[src/pkg/cable_out_consts.svh]
// Purpose: Offsets, field positions, reset values of the output parameter bank
// Assumes: 32-bit AXI4-Lite data, one aligned word per register
// Notes:   Printed offsets are register indices; byte address is index times four
`ifndef CABLE_OUT_CONSTS_SVH
`define CABLE_OUT_CONSTS_SVH

// ************************************************************
// Register indices and byte addresses
// ************************************************************
`define IDX_HD_PREEMPH_OUT0     8'h2e
`define IDX_HD_SWING_OUT0       8'h2f
`define IDX_BYP_PREEMPH_OUT1    8'h30
`define IDX_SLEW_CTRL           8'h3c
`define IDX_SLEW_STATUS         8'h3d
`define ADDR_HD_PREEMPH_OUT0    10'h0b8
`define ADDR_HD_SWING_OUT0      10'h0bc
`define ADDR_BYP_PREEMPH_OUT1   10'h0c0
`define ADDR_SLEW_CTRL          10'h0f0
`define ADDR_SLEW_STATUS        10'h0f4

// ************************************************************
// Field positions
// ************************************************************
`define EMPH_LEN_MSB            12
`define EMPH_LEN_LSB            8
`define EMPH_OFF_BIT            6
`define EMPH_LEVEL_MSB          5
`define EMPH_LEVEL_LSB          0
`define SWING_MSB               13
`define SWING_LSB               8
`define SLEW_AUTO0_BIT          0
`define SLEW_AUTO1_BIT          1
`define SLEW_MAN0_BIT           2
`define SLEW_MAN1_BIT           3

// ************************************************************
// Reset values
// ************************************************************
`define RST_HD_PREEMPH_OUT0     16'h0805
`define RST_HD_SWING_OUT0       16'h1980
`define RST_BYP_PREEMPH_OUT1    16'h0404
`define RST_SLEW_CTRL           16'h0003

`endif

[src/pkg/cable_out_pkg.sv]
// Purpose: Types shared by the output parameter bank
// Assumes: Nothing beyond the constants header
// Notes:   Slew encodings are the codes driven to the analog slew select
package cable_out_pkg;
  typedef enum logic [1:0] {
    SLEW_BYPASS = 2'h0,
    SLEW_SD     = 2'h1,
    SLEW_HD     = 2'h2
  } slew_sel_t;

  typedef enum logic [1:0] {
    RATE_SD  = 2'h0,
    RATE_HD  = 2'h1,
    RATE_3G  = 2'h2,
    RATE_OTH = 2'h3
  } cdr_rate_t;
endpackage

[src/verilog/cable_out_regs.sv]
// Purpose: Output-stage parameter registers with AXI4-Lite slave and slew choice
// Assumes: Single clock aclk at 10 MHz, synchronous active-low reset
// Notes:   Unmapped addresses answer SLVERR; reads of them return zero
//
// Functional notes
// - Output 0 fast-rate emphasis length, bits 12:8
// - Output 0 fast-rate emphasis power-down, bit 6
// - Output 0 fast-rate emphasis level, bits 5:0
// - Output 0 fast-rate swing, bits 13:8, reset 19h
// - Auto slew follows locked recovered-clock rate
// - Unlocked in auto mode falls back to bypass slew
// - Output 1 bypass emphasis length, bits 12:8
// - Output 1 bypass emphasis power-down, bit 6
// - Output 1 bypass emphasis level, bits 5:0
//
// Implementation choice: the AXI4-Lite interface to the registers.
`include "cable_out_consts.svh"

module cable_out_regs
  import cable_out_pkg::*;
#(
  parameter int ADDR_W = 10
) (
  // Clock and reset
  input  wire logic              aclk,
  input  wire logic              aresetn,
  // AXI4-Lite write address
  input  wire logic [ADDR_W-1:0] s_axi_awaddr,
  input  wire logic [2:0]        s_axi_awprot,
  input  wire logic              s_axi_awvalid,
  output logic                   s_axi_awready,
  // AXI4-Lite write data
  input  wire logic [31:0]       s_axi_wdata,
  input  wire logic [3:0]        s_axi_wstrb,
  input  wire logic              s_axi_wvalid,
  output logic                   s_axi_wready,
  // AXI4-Lite write response
  output logic [1:0]             s_axi_bresp,
  output logic                   s_axi_bvalid,
  input  wire logic              s_axi_bready,
  // AXI4-Lite read address
  input  wire logic [ADDR_W-1:0] s_axi_araddr,
  input  wire logic [2:0]        s_axi_arprot,
  input  wire logic              s_axi_arvalid,
  output logic                   s_axi_arready,
  // AXI4-Lite read data
  output logic [31:0]            s_axi_rdata,
  output logic [1:0]             s_axi_rresp,
  output logic                   s_axi_rvalid,
  input  wire logic              s_axi_rready,
  // Recovered-clock state
  input  wire logic              cdr_locked,
  input  wire cdr_rate_t         cdr_rate,
  // Output 0 fast-rate trims
  output logic [4:0]             out0_hs_emphasis_pulse_len,
  output logic                   out0_hs_emphasis_off,
  output logic [5:0]             out0_hs_emphasis_level,
  output logic [5:0]             out0_hs_swing_level,
  // Output 1 bypass-rate trims
  output logic [4:0]             out1_byp_emphasis_pulse_len,
  output logic                   out1_byp_emphasis_off,
  output logic [5:0]             out1_byp_emphasis_level,
  // Slew selects
  output slew_sel_t              coax_out_a_slew,
  output slew_sel_t              coax_out_b_slew
);

  localparam logic [1:0] RESP_OKAY   = 2'h0;
  localparam logic [1:0] RESP_SLVERR = 2'h2;

  // ************************************************************
  // Write channel capture
  // ************************************************************
  logic [ADDR_W-1:0] wr_addr;
  logic              wr_addr_held;
  logic [15:0]       wr_data;
  logic [1:0]        wr_strb;
  logic              wr_data_held;
  logic              aw_take;
  logic              w_take;
  logic              wr_go;

  // Address and data are taken in either order; both stall while a response waits
  assign s_axi_awready = !wr_addr_held && !s_axi_bvalid;
  assign s_axi_wready  = !wr_data_held && !s_axi_bvalid;
  assign aw_take       = s_axi_awvalid && s_axi_awready;
  assign w_take        = s_axi_wvalid && s_axi_wready;
  assign wr_go         = wr_addr_held && wr_data_held;

  always_ff @(posedge aclk) begin
    if (!aresetn) begin
      wr_addr_held <= 1'b0;
      wr_data_held <= 1'b0;
    end else begin
      wr_addr_held <= wr_go ? 1'b0 : (wr_addr_held || aw_take);
      wr_data_held <= wr_go ? 1'b0 : (wr_data_held || w_take);
    end
  end

  always_ff @(posedge aclk) begin
    if (!aresetn) begin
      wr_addr <= '0;
      wr_data <= 16'h0000;
      wr_strb <= 2'h0;
    end else begin
      if (aw_take) wr_addr <= s_axi_awaddr;
      if (w_take) begin
        wr_data <= s_axi_wdata[15:0];
        wr_strb <= s_axi_wstrb[1:0];
      end
    end
  end

  // ************************************************************
  // Write decode
  // ************************************************************
  wire sel_w_hd_emph = (wr_addr == ADDR_W'(`ADDR_HD_PREEMPH_OUT0));
  wire sel_w_swing   = (wr_addr == ADDR_W'(`ADDR_HD_SWING_OUT0));
  wire sel_w_byp     = (wr_addr == ADDR_W'(`ADDR_BYP_PREEMPH_OUT1));
  wire sel_w_slew    = (wr_addr == ADDR_W'(`ADDR_SLEW_CTRL));
  wire sel_w_status  = (wr_addr == ADDR_W'(`ADDR_SLEW_STATUS));
  wire w_mapped      = sel_w_hd_emph || sel_w_swing || sel_w_byp || sel_w_slew;
  // Status word is read-only; writes to it are accepted and dropped
  wire w_okay        = w_mapped || sel_w_status;

  always_ff @(posedge aclk) begin
    if (!aresetn) begin
      s_axi_bvalid <= 1'b0;
      s_axi_bresp  <= RESP_OKAY;
    end else if (wr_go) begin
      s_axi_bvalid <= 1'b1;
      s_axi_bresp  <= w_okay ? RESP_OKAY : RESP_SLVERR;
    end else if (s_axi_bready) begin
      s_axi_bvalid <= 1'b0;
    end
  end

  // ************************************************************
  // Register storage
  // ************************************************************
  logic [15:0] hd_preemph_cfg_out0;
  logic [15:0] hd_swing_cfg_out0;
  logic [15:0] bypass_preemph_cfg_out1;
  logic [15:0] slew_ctrl;

  // Fields land exactly where written; reserved bits are stored too
  cfg_word #(.WIDTH(16), .RESET_VAL(`RST_HD_PREEMPH_OUT0)) u_hd_emph (
    .aclk    (aclk),
    .aresetn (aresetn),
    .wr_en   (wr_go && sel_w_hd_emph),
    .wr_strb (wr_strb),
    .wr_data (wr_data),
    .value   (hd_preemph_cfg_out0)
  );

  cfg_word #(.WIDTH(16), .RESET_VAL(`RST_HD_SWING_OUT0)) u_swing (
    .aclk    (aclk),
    .aresetn (aresetn),
    .wr_en   (wr_go && sel_w_swing),
    .wr_strb (wr_strb),
    .wr_data (wr_data),
    .value   (hd_swing_cfg_out0)
  );

  cfg_word #(.WIDTH(16), .RESET_VAL(`RST_BYP_PREEMPH_OUT1)) u_byp (
    .aclk    (aclk),
    .aresetn (aresetn),
    .wr_en   (wr_go && sel_w_byp),
    .wr_strb (wr_strb),
    .wr_data (wr_data),
    .value   (bypass_preemph_cfg_out1)
  );

  cfg_word #(.WIDTH(16), .RESET_VAL(`RST_SLEW_CTRL)) u_slew (
    .aclk    (aclk),
    .aresetn (aresetn),
    .wr_en   (wr_go && sel_w_slew),
    .wr_strb (wr_strb),
    .wr_data (wr_data),
    .value   (slew_ctrl)
  );

  // ************************************************************
  // Analog trim outputs
  // ************************************************************
  // Swing is passed unclamped; keeping it in the accurate band is software's job
  always_ff @(posedge aclk) begin
    if (!aresetn) begin
      out0_hs_emphasis_pulse_len  <= 5'h08;
      out0_hs_emphasis_off        <= 1'b0;
      out0_hs_emphasis_level      <= 6'h05;
      out0_hs_swing_level         <= 6'h19;
      out1_byp_emphasis_pulse_len <= 5'h04;
      out1_byp_emphasis_off       <= 1'b0;
      out1_byp_emphasis_level     <= 6'h04;
    end else begin
      out0_hs_emphasis_pulse_len  <= hd_preemph_cfg_out0[`EMPH_LEN_MSB:`EMPH_LEN_LSB];
      out0_hs_emphasis_off        <= hd_preemph_cfg_out0[`EMPH_OFF_BIT];
      out0_hs_emphasis_level      <= hd_preemph_cfg_out0[`EMPH_LEVEL_MSB:`EMPH_LEVEL_LSB];
      out0_hs_swing_level         <= hd_swing_cfg_out0[`SWING_MSB:`SWING_LSB];
      out1_byp_emphasis_pulse_len <= bypass_preemph_cfg_out1[`EMPH_LEN_MSB:`EMPH_LEN_LSB];
      out1_byp_emphasis_off       <= bypass_preemph_cfg_out1[`EMPH_OFF_BIT];
      out1_byp_emphasis_level     <= bypass_preemph_cfg_out1[`EMPH_LEVEL_MSB:`EMPH_LEVEL_LSB];
    end
  end

  // ************************************************************
  // Slew selection per output
  // ************************************************************
  wire out0_slew_auto_select = slew_ctrl[`SLEW_AUTO0_BIT];
  wire out1_slew_auto_select = slew_ctrl[`SLEW_AUTO1_BIT];

  slew_select u_slew_a (
    .aclk        (aclk),
    .aresetn     (aresetn),
    .auto_select (out0_slew_auto_select),
    .manual_hd   (slew_ctrl[`SLEW_MAN0_BIT]),
    .cdr_locked  (cdr_locked),
    .cdr_rate    (cdr_rate),
    .slew_sel    (coax_out_a_slew)
  );

  slew_select u_slew_b (
    .aclk        (aclk),
    .aresetn     (aresetn),
    .auto_select (out1_slew_auto_select),
    .manual_hd   (slew_ctrl[`SLEW_MAN1_BIT]),
    .cdr_locked  (cdr_locked),
    .cdr_rate    (cdr_rate),
    .slew_sel    (coax_out_b_slew)
  );

  // ************************************************************
  // Read channel
  // ************************************************************
  wire sel_r_hd_emph = (s_axi_araddr == ADDR_W'(`ADDR_HD_PREEMPH_OUT0));
  wire sel_r_swing   = (s_axi_araddr == ADDR_W'(`ADDR_HD_SWING_OUT0));
  wire sel_r_byp     = (s_axi_araddr == ADDR_W'(`ADDR_BYP_PREEMPH_OUT1));
  wire sel_r_slew    = (s_axi_araddr == ADDR_W'(`ADDR_SLEW_CTRL));
  wire sel_r_status  = (s_axi_araddr == ADDR_W'(`ADDR_SLEW_STATUS));
  wire r_mapped      = sel_r_hd_emph || sel_r_swing || sel_r_byp || sel_r_slew || sel_r_status;
  wire ar_take       = s_axi_arvalid && s_axi_arready;

  // Live status: slew codes of both outputs and lock, for software to observe
  wire [15:0] status_word = {11'h000, cdr_locked, coax_out_b_slew, coax_out_a_slew};

  wire [15:0] rd_word = sel_r_hd_emph ? hd_preemph_cfg_out0 :
                        sel_r_swing   ? hd_swing_cfg_out0 :
                        sel_r_byp     ? bypass_preemph_cfg_out1 :
                        sel_r_slew    ? slew_ctrl :
                        sel_r_status  ? status_word : 16'h0000;

  assign s_axi_arready = !s_axi_rvalid;

  always_ff @(posedge aclk) begin
    if (!aresetn) begin
      s_axi_rvalid <= 1'b0;
      s_axi_rdata  <= 32'h0000_0000;
      s_axi_rresp  <= RESP_OKAY;
    end else if (ar_take) begin
      s_axi_rvalid <= 1'b1;
      s_axi_rdata  <= {16'h0000, rd_word};
      s_axi_rresp  <= r_mapped ? RESP_OKAY : RESP_SLVERR;
    end else if (s_axi_rready) begin
      s_axi_rvalid <= 1'b0;
    end
  end

endmodule

[src/verilog/slew_select.sv]
// Purpose: Choose one output's slew setting from mode and recovered-clock lock
// Assumes: Lock and rate inputs are synchronous to aclk
// Notes:   Registered so the analog select never glitches on rate changes
`include "cable_out_consts.svh"

module slew_select
  import cable_out_pkg::*;
(
  // Clock and reset
  input  wire logic      aclk,
  input  wire logic      aresetn,
  // Control
  input  wire logic      auto_select,
  input  wire logic      manual_hd,
  // Clock recovery state
  input  wire logic      cdr_locked,
  input  wire cdr_rate_t cdr_rate,
  // Result
  output slew_sel_t      slew_sel
);

  slew_sel_t locked_slew;
  slew_sel_t next_slew;

  assign locked_slew = (cdr_rate == RATE_SD) ? SLEW_SD :
                       (cdr_rate == RATE_OTH) ? SLEW_BYPASS : SLEW_HD;
  assign next_slew   = !auto_select ? (manual_hd ? SLEW_HD : SLEW_SD) :
                       cdr_locked ? locked_slew
                                  : SLEW_BYPASS;

  always_ff @(posedge aclk) begin
    if (!aresetn) slew_sel <= SLEW_BYPASS;
    else          slew_sel <= next_slew;
  end

endmodule

[src/verilog/cfg_word.sv]
// Purpose: One 16-bit read/write configuration word with byte strobes
// Assumes: Write enable is a single-cycle pulse from the bus slave
// Notes:   Every bit, reserved or not, keeps what was written
module cfg_word #(
  parameter int           WIDTH    = 16,
  parameter logic [15:0]  RESET_VAL = 16'h0000
) (
  // Clock and reset
  input  wire logic             aclk,
  input  wire logic             aresetn,
  // Write side
  input  wire logic             wr_en,
  input  wire logic [1:0]       wr_strb,
  input  wire logic [WIDTH-1:0] wr_data,
  // Stored value
  output logic      [WIDTH-1:0] value
);

  logic [WIDTH-1:0] next_value;

  genvar b;
  generate
    for (b = 0; b < WIDTH; b++) begin : g_bit
      assign next_value[b] = (wr_en && wr_strb[b/8]) ? wr_data[b] : value[b];
    end
  endgenerate

  always_ff @(posedge aclk) begin
    if (!aresetn) value <= RESET_VAL[WIDTH-1:0];
    else          value <= next_value;
  end

endmodule

[config.mk]
export PLATFORM = sky130hd
export DESIGN_NAME = cable_out_regs
export DESIGN_NICKNAME = d
export VERILOG_FILES = /design/src/pkg/cable_out_pkg.sv /design/src/verilog/cable_out_regs.sv /design/src/verilog/slew_select.sv /design/src/verilog/cfg_word.sv
export VERILOG_INCLUDE_DIRS = /design/src /design/src/pkg
export SDC_FILE = /design/constraint.sdc
export NUM_CORES = 1
export LEC_CHECK = 0
export ABC_AREA = 0
export BUFFER_PORTS_ARGS = -buffer_cell sky130_fd_sc_hd__buf_2
export CAP_MARGIN = 20
export CELL_PAD_IN_SITES_DETAIL_PLACEMENT = 1
export CELL_PAD_IN_SITES_GLOBAL_PLACEMENT = 1
export CORE_ASPECT_RATIO = 1.75
export CORE_MARGIN = 2
export CORE_UTILIZATION = 41
export DETAILED_ROUTE_END_ITERATION = 16
export PLACE_DENSITY = 0.86
export SYNTH_ARGS = -nofsm -noshare
export SYNTH_HDL_FRONTEND = slang
export SYNTH_HIERARCHICAL = 1
export SYNTH_SLANG_ARGS = --single-unit
[constraint.sdc]
create_clock -name aclk -period 2.4 [get_ports aclk]
set_input_delay 0.12 -clock aclk [delete_from_list [all_inputs] [get_ports aclk]]
set_output_delay 0.12 -clock aclk [all_outputs]
set_load 0.05 [all_outputs]
# Word-level counts from Yosys, hierarchy flattened
# Index checks and enable logic that the tools add are counted.
# totals
ff_bits	150
latch_bits	0
ram_bits	0
rom_bits	0
inputBits	72
output_inout_bits	75
mem_count	0
# classes
add_sub_neg	0
mul	0
div	0
order_cmp	0
eq_ne	11
shifts	0
mux	18
n_bitwise	1
n_reduce_logical	36
# op_table
cell	n
equality test 10 x 8 -> 1 bit, second input constant	10
two-way mux 16 bit	4
logical AND 1 bit	18
two-way mux 2 bit	9
logical OR 1 bit	10
two-way mux 5 bit	1
logical NOT 1 bit	4
two-way mux 1 bit	4
nonzero test 2 bit	2
equality test 2 bit, second input constant	1
logical NOT 2 bit	1
OR reduction 2 bit	1
NOT 1 bit	1

# Depth between registers and ports, before layout
# logic_depth
ltp_word	6
depth_mapped	8

# Hierarchy
# The synthesis kept the hierarchy.
# modules_own_cells
mod	n_inst	cells_each	area_per_inst_um2
cable_out_regs	1	394	3497.1
cfg_word at u_byp ...	2	75	713.2
cfg_word at u_swing	1	75	725.7
cfg_word at u_hd_emph	1	75	721.9
slew_select	2	11	95.1

# Worst setup path after synthesis
# Ideal clock, no wire load.
# synth_timing
path_kind	reg2reg
start	reg s_axi_bvalid
end	reg wr_data[10]
arrival_time_ps	2121
required_time_ps	2324
setup_slack_ps	203
stages_incl_launch_ff	7
n_path_buf	2
cell_sequence	dfxtp_1 -> nor2_1 -> and2_1 -> clkbuf_1 -> buf_2 -> nand2_1 -> a21boi_0
# synth_via
elab_chain_len	3
# synth_rtl
element	line_no	text
from (decl)	cable_out_regs.sv:39	output logic s_axi_bvalid,
from (signal assigned)	cable_out_regs.sv:128	s_axi_bvalid <= 1'b0;
from (signal assigned)	cable_out_regs.sv:131	s_axi_bvalid <= 1'b1;
from (signal assigned)	cable_out_regs.sv:134	s_axi_bvalid <= 1'b0;
logical NOT 1 bit	cable_out_regs.sv:85	assign s_axi_wready = !wr_data_held && !s_axi_bvalid;
logical AND 1 bit	cable_out_regs.sv:85	
net s_axi_wready	cable_out_regs.sv:36	output logic s_axi_wready,
logical AND 1 bit	cable_out_regs.sv:87	assign w_take = s_axi_wvalid && s_axi_wready;
to (signal assigned)	cable_out_regs.sv:108	wr_data <= s_axi_wdata[15:0];
to (decl)	cable_out_regs.sv:76	logic [15:0] wr_data;
# The timed path passes the listed nets, and every way through them passes these cells.
# A chain may end at the register's enable or synchronous reset.

# Worst setup path after layout
# layout_timing
start	reg wr_data_held
end	reg u_byp.value[11]
# layout_via
elab_chain_len	3
# layout_rtl
element	line_no	text
from (decl)	cable_out_regs.sv:78	logic wr_data_held;
from (signal assigned)	cable_out_regs.sv:96	wr_data_held <= wr_go ? 1'b0 : (wr_data_held || w_take);
logical AND 1 bit	cable_out_regs.sv:88	assign wr_go = wr_addr_held && wr_data_held;
logical AND 1 bit	cable_out_regs.sv:168	.wr_en (wr_go && sel_w_byp),
logical AND 1 bit	cfg_word.sv:24	assign next_value[b] = (wr_en && wr_strb[b/8]) ? wr_data[b] : value[b];
to (signal assigned)	cfg_word.sv:29	if (!aresetn) value <= RESET_VAL[WIDTH-1:0];
to (signal assigned)	cfg_word.sv:30	else value <= next_value;
to (decl)	cfg_word.sv:16	output logic [WIDTH-1:0] value
# No other way between the ends.

==> results.cfg <==
[final_layout]
fin_cells = 1022
drive_above_1_share_pct = 28.5
nFillCells = 1836
final_area_sq_um = 7870
final_util_pct = 49.8
syn_to_final_growth_pct = 19.9
nets = 895
antenna_cells = 0

[drt]
ant_nets = 0
drt_iter0_drc = 305
vias_per_cell = 5.40
routed_wl_um = 17500
routedWlPerCell_um = 17.2
dr.pass1.iters = 6
drc_errors = 0
vias = 5523

[run]
maxCapViolCount = 0

[timing]
timing.hold.ws_ps = 17.4
period_needed_ps = 2150
setup_tns_ps = 0
slew_viol_final = 0
skew_ps = 10.5
rsz0062_at_grt = false
finalSetupViolations = 0
hold_violations = 0
tightest_slew_ps = 766
relSlewSlack_pct = 49.0
max_freq_mhz = 465
worst_slack_ps = 251
min_period_over_period_pct = 89.5

[power_and_ir_drop]
netSwitchingPower_mw = 1.41
ir_worst_vdd_mv = 0.440
sw_frac_of_total_pct = 24.9
power.leakage_nw = 3.15
share_comb_of_total_power_pct = 7.7
power.share.clock_pct = 47.2
p_int_mw = 4.25
total_power_mw = 5.66
p_per_area_nw_per_um2 = 719
seq_power_share_pct = 45.2

[setup_path]
crit_start = wr_data_held$_SDFF_PP0_
start_kind = flop
arrival_ps = 2500
cp-end-kind = flop
critical_path.max_stage_delay_ps = 440
cp.depth = 7
cp_max_fo = 8
crit_required_ps = 2750
critical_path_class = reg -> reg
crit_path_end = u_byp/value[11]$_SDFFE_PN0P_
r2r_cells = 7
regToRegSetupSlack_ps = 250
timing.rr.start = wr_data_held$_SDFF_PP0_
r2r_end = u_byp/value[11]$_SDFFE_PN0P_
critPathBufInv = 1
cp_top_family = simple AND/OR/NAND/NOR gates
path_cells = nand2_1 > nand4bb_1 > or3_1 > nor3_2 > buf_4 > nand4_1 > o21ai_2
cpMaxStageDelayCell = or3_1

[synthesis]
synthCells = 716
synth-seq-cells = 148
ys_async_sr_fraction_pct = 0
synth_most_common_cell = dfxtp_1
synth.area.top_cells = dfxtp_1, nand2_1, o21ai_2, nand4_1, a21boi_0
yosysTopAreaCell = dfxtp_1
synthFlopType = dfxtp_1
synth_cell_types = 46
yosys-top-cells-count = dfxtp_1, nand2_1, nand4_1, o21ai_2, a21boi_0
synth.top_cell.area_share_pct = 45.2
syn_area_sq_um = 6560
syn-mean-instance-area_sq_um = 9.16
yosysWarnings = 6
synth_edf_count = 0
synth_seq_area_share_pct = 45.2

[clock_tree]
cts_tree = yes
clk_latency_ps = 420
numCtsBuffers = 17
cts_max_level = 4
clockBufferDepth = 2
root_buffer = clkbuf_16
clkSinkCount = 148
ctsResizeCount = 0
clk_pin_slew_ps = 70

[global_routing]
grt_pass1_vias = 5608
grt_first_pass_wirelength_um = 28100
antenna_found_initial = 0
track_usage_pct = 20.8
overflow = 0
grt_max_degree = 181

[place]
dp_slack_ps = 273
dp_cells = 958
placed_area_sq_um = 6950
dp_hpwl_um = 11500
port_buffers = 104
gp_congestion = 0.800

[min_path]
min_path_type = in -> reg

[floorplan]
core_area_sq_um = 15800
dieArea_sq_um = 17100
num_rows = 61
design.portCount = 147
die_height_um = 171
initial_core_util_pct = 41.5
die_x_um = 99.6

[outcome]
outcome = complete, no violations
[routing by layer]
layer  global-route usage (%)  wire length (um)  vias up
li1                         -                 -     2677
met1                     21.9              6820     2655
met2                     40.1              9630      163
met3                     3.01               654       28
met4                     9.11               422        0
met5                        0                 0        -
[cell type report]
type                    instances  area (sq um)  share of cell area (%)
multi-input cells             483          3030                    38.5
flip-flops and latches        148          2960                    37.6
repair buffers                153           983                    12.5
clock buffers                  20           467                    5.93
well taps                     189           236                    3.00
clock inverters                11           125                    1.59
inverters                      18          67.6                   0.859
[worst min-delay path by stage]
stage,from,endpoint,cells after the start
floorplan,aresetn,u_slew_a/slew_sel[0]$_SDFF_PN0_,1
global placement,s_axi_arvalid,s_axi_rvalid$_SDFFE_PN0P_,2
detailed placement,s_axi_awaddr[7],wr_addr[7]$_SDFFE_PN0P_,3
CTS,aresetn,out1_byp_emphasis_level[4]$_SDFF_PN0_,2
global route,aresetn,out1_byp_emphasis_level[4]$_SDFF_PN0_,2
finish,aresetn,out1_byp_emphasis_level[4]$_SDFF_PN0_,2
[worst reg2reg max path, delay by kind of cell (launching register included)]
| family | cells | cell delay (ps) |
|---|---|---|
| flops | 1 | 390 |
| compound gates | 1 | 120 |
| simple gates | 5 | 1320 |
| buf+inv | 1 | 240 |
[power groups by stage]
stage	Sequential (mW)	Clock (mW)	Combinational (mW)
6_report	2.56	2.67	0.434
5_1_grt	2.56	2.83	0.473
4_1_cts	2.56	2.72	0.429
3_5_place_dp	2.61	0	0.387
3_3_place_gp	2.61	0	0.381
2_1_floorplan	2.61	0	0.306
[sequential cells by signal (all words and copies together) (netlist names), 2 cells and up]
| register | cells |
|---|---|
| out0_hs_emphasis_level | 6 |
| out0_hs_emphasis_pulse_len | 5 |
| out0_hs_swing_level | 6 |
| out1_byp_emphasis_level | 6 |
| out1_byp_emphasis_pulse_len | 5 |
| s_axi_rdata | 16 |
| u_byp/value | 16 |
| u_hd_emph/value | 16 |
| u_slew/value | 16 |
| u_slew_a/slew_sel | 2 |
| u_slew_b/slew_sel | 2 |
| u_swing/value | 16 |
| wr_addr | 10 |
| wr_data | 16 |
| wr_strb | 2 |
[cell usage in the layout, fill, tap and decap left out, types with 4 or more instances in the layout]
master           n
and2_1          24
dlygate4sd3_1   32
o21ai_0          7
nor4_1           5
nand2b_1        28
a311oi_1         5
nor2_1           7
nand4_1         60
and2_4           8
a222oi_1        11
o21ai_2         53
buf_2          103
a21oi_1          8
nand3_1         11
o211ai_2        11
nor3_2           4
o31ai_2          5
clkbuf_16       17
conb_1          18
dfxtp_1        148
o21ai_1         15
nand2_1        133
buf_4           17
inv_1           18
nand4b_1         6
a21boi_0        31
o31ai_1          6
[cells by family after synthesis]
logic type | count (synthesis) | share of synthesized area, %
and+or+nand+nor | 306 | 24.9
DFF | 148 | 45.2
adders and majority gates | 2 | 0.381
buffers and inverters | 102 | 9.90
other | 1 | 0.0572
AOI/OAI and AO/OA | 157 | 19.6
[repair_timing]
item | in CTS | in global routing
setup buffers | 0 | 0
hold buffers | 32 | 0
hold endpoints to repair | 32 | 0
No activity file was read; power rests on OpenSTA's default activity.
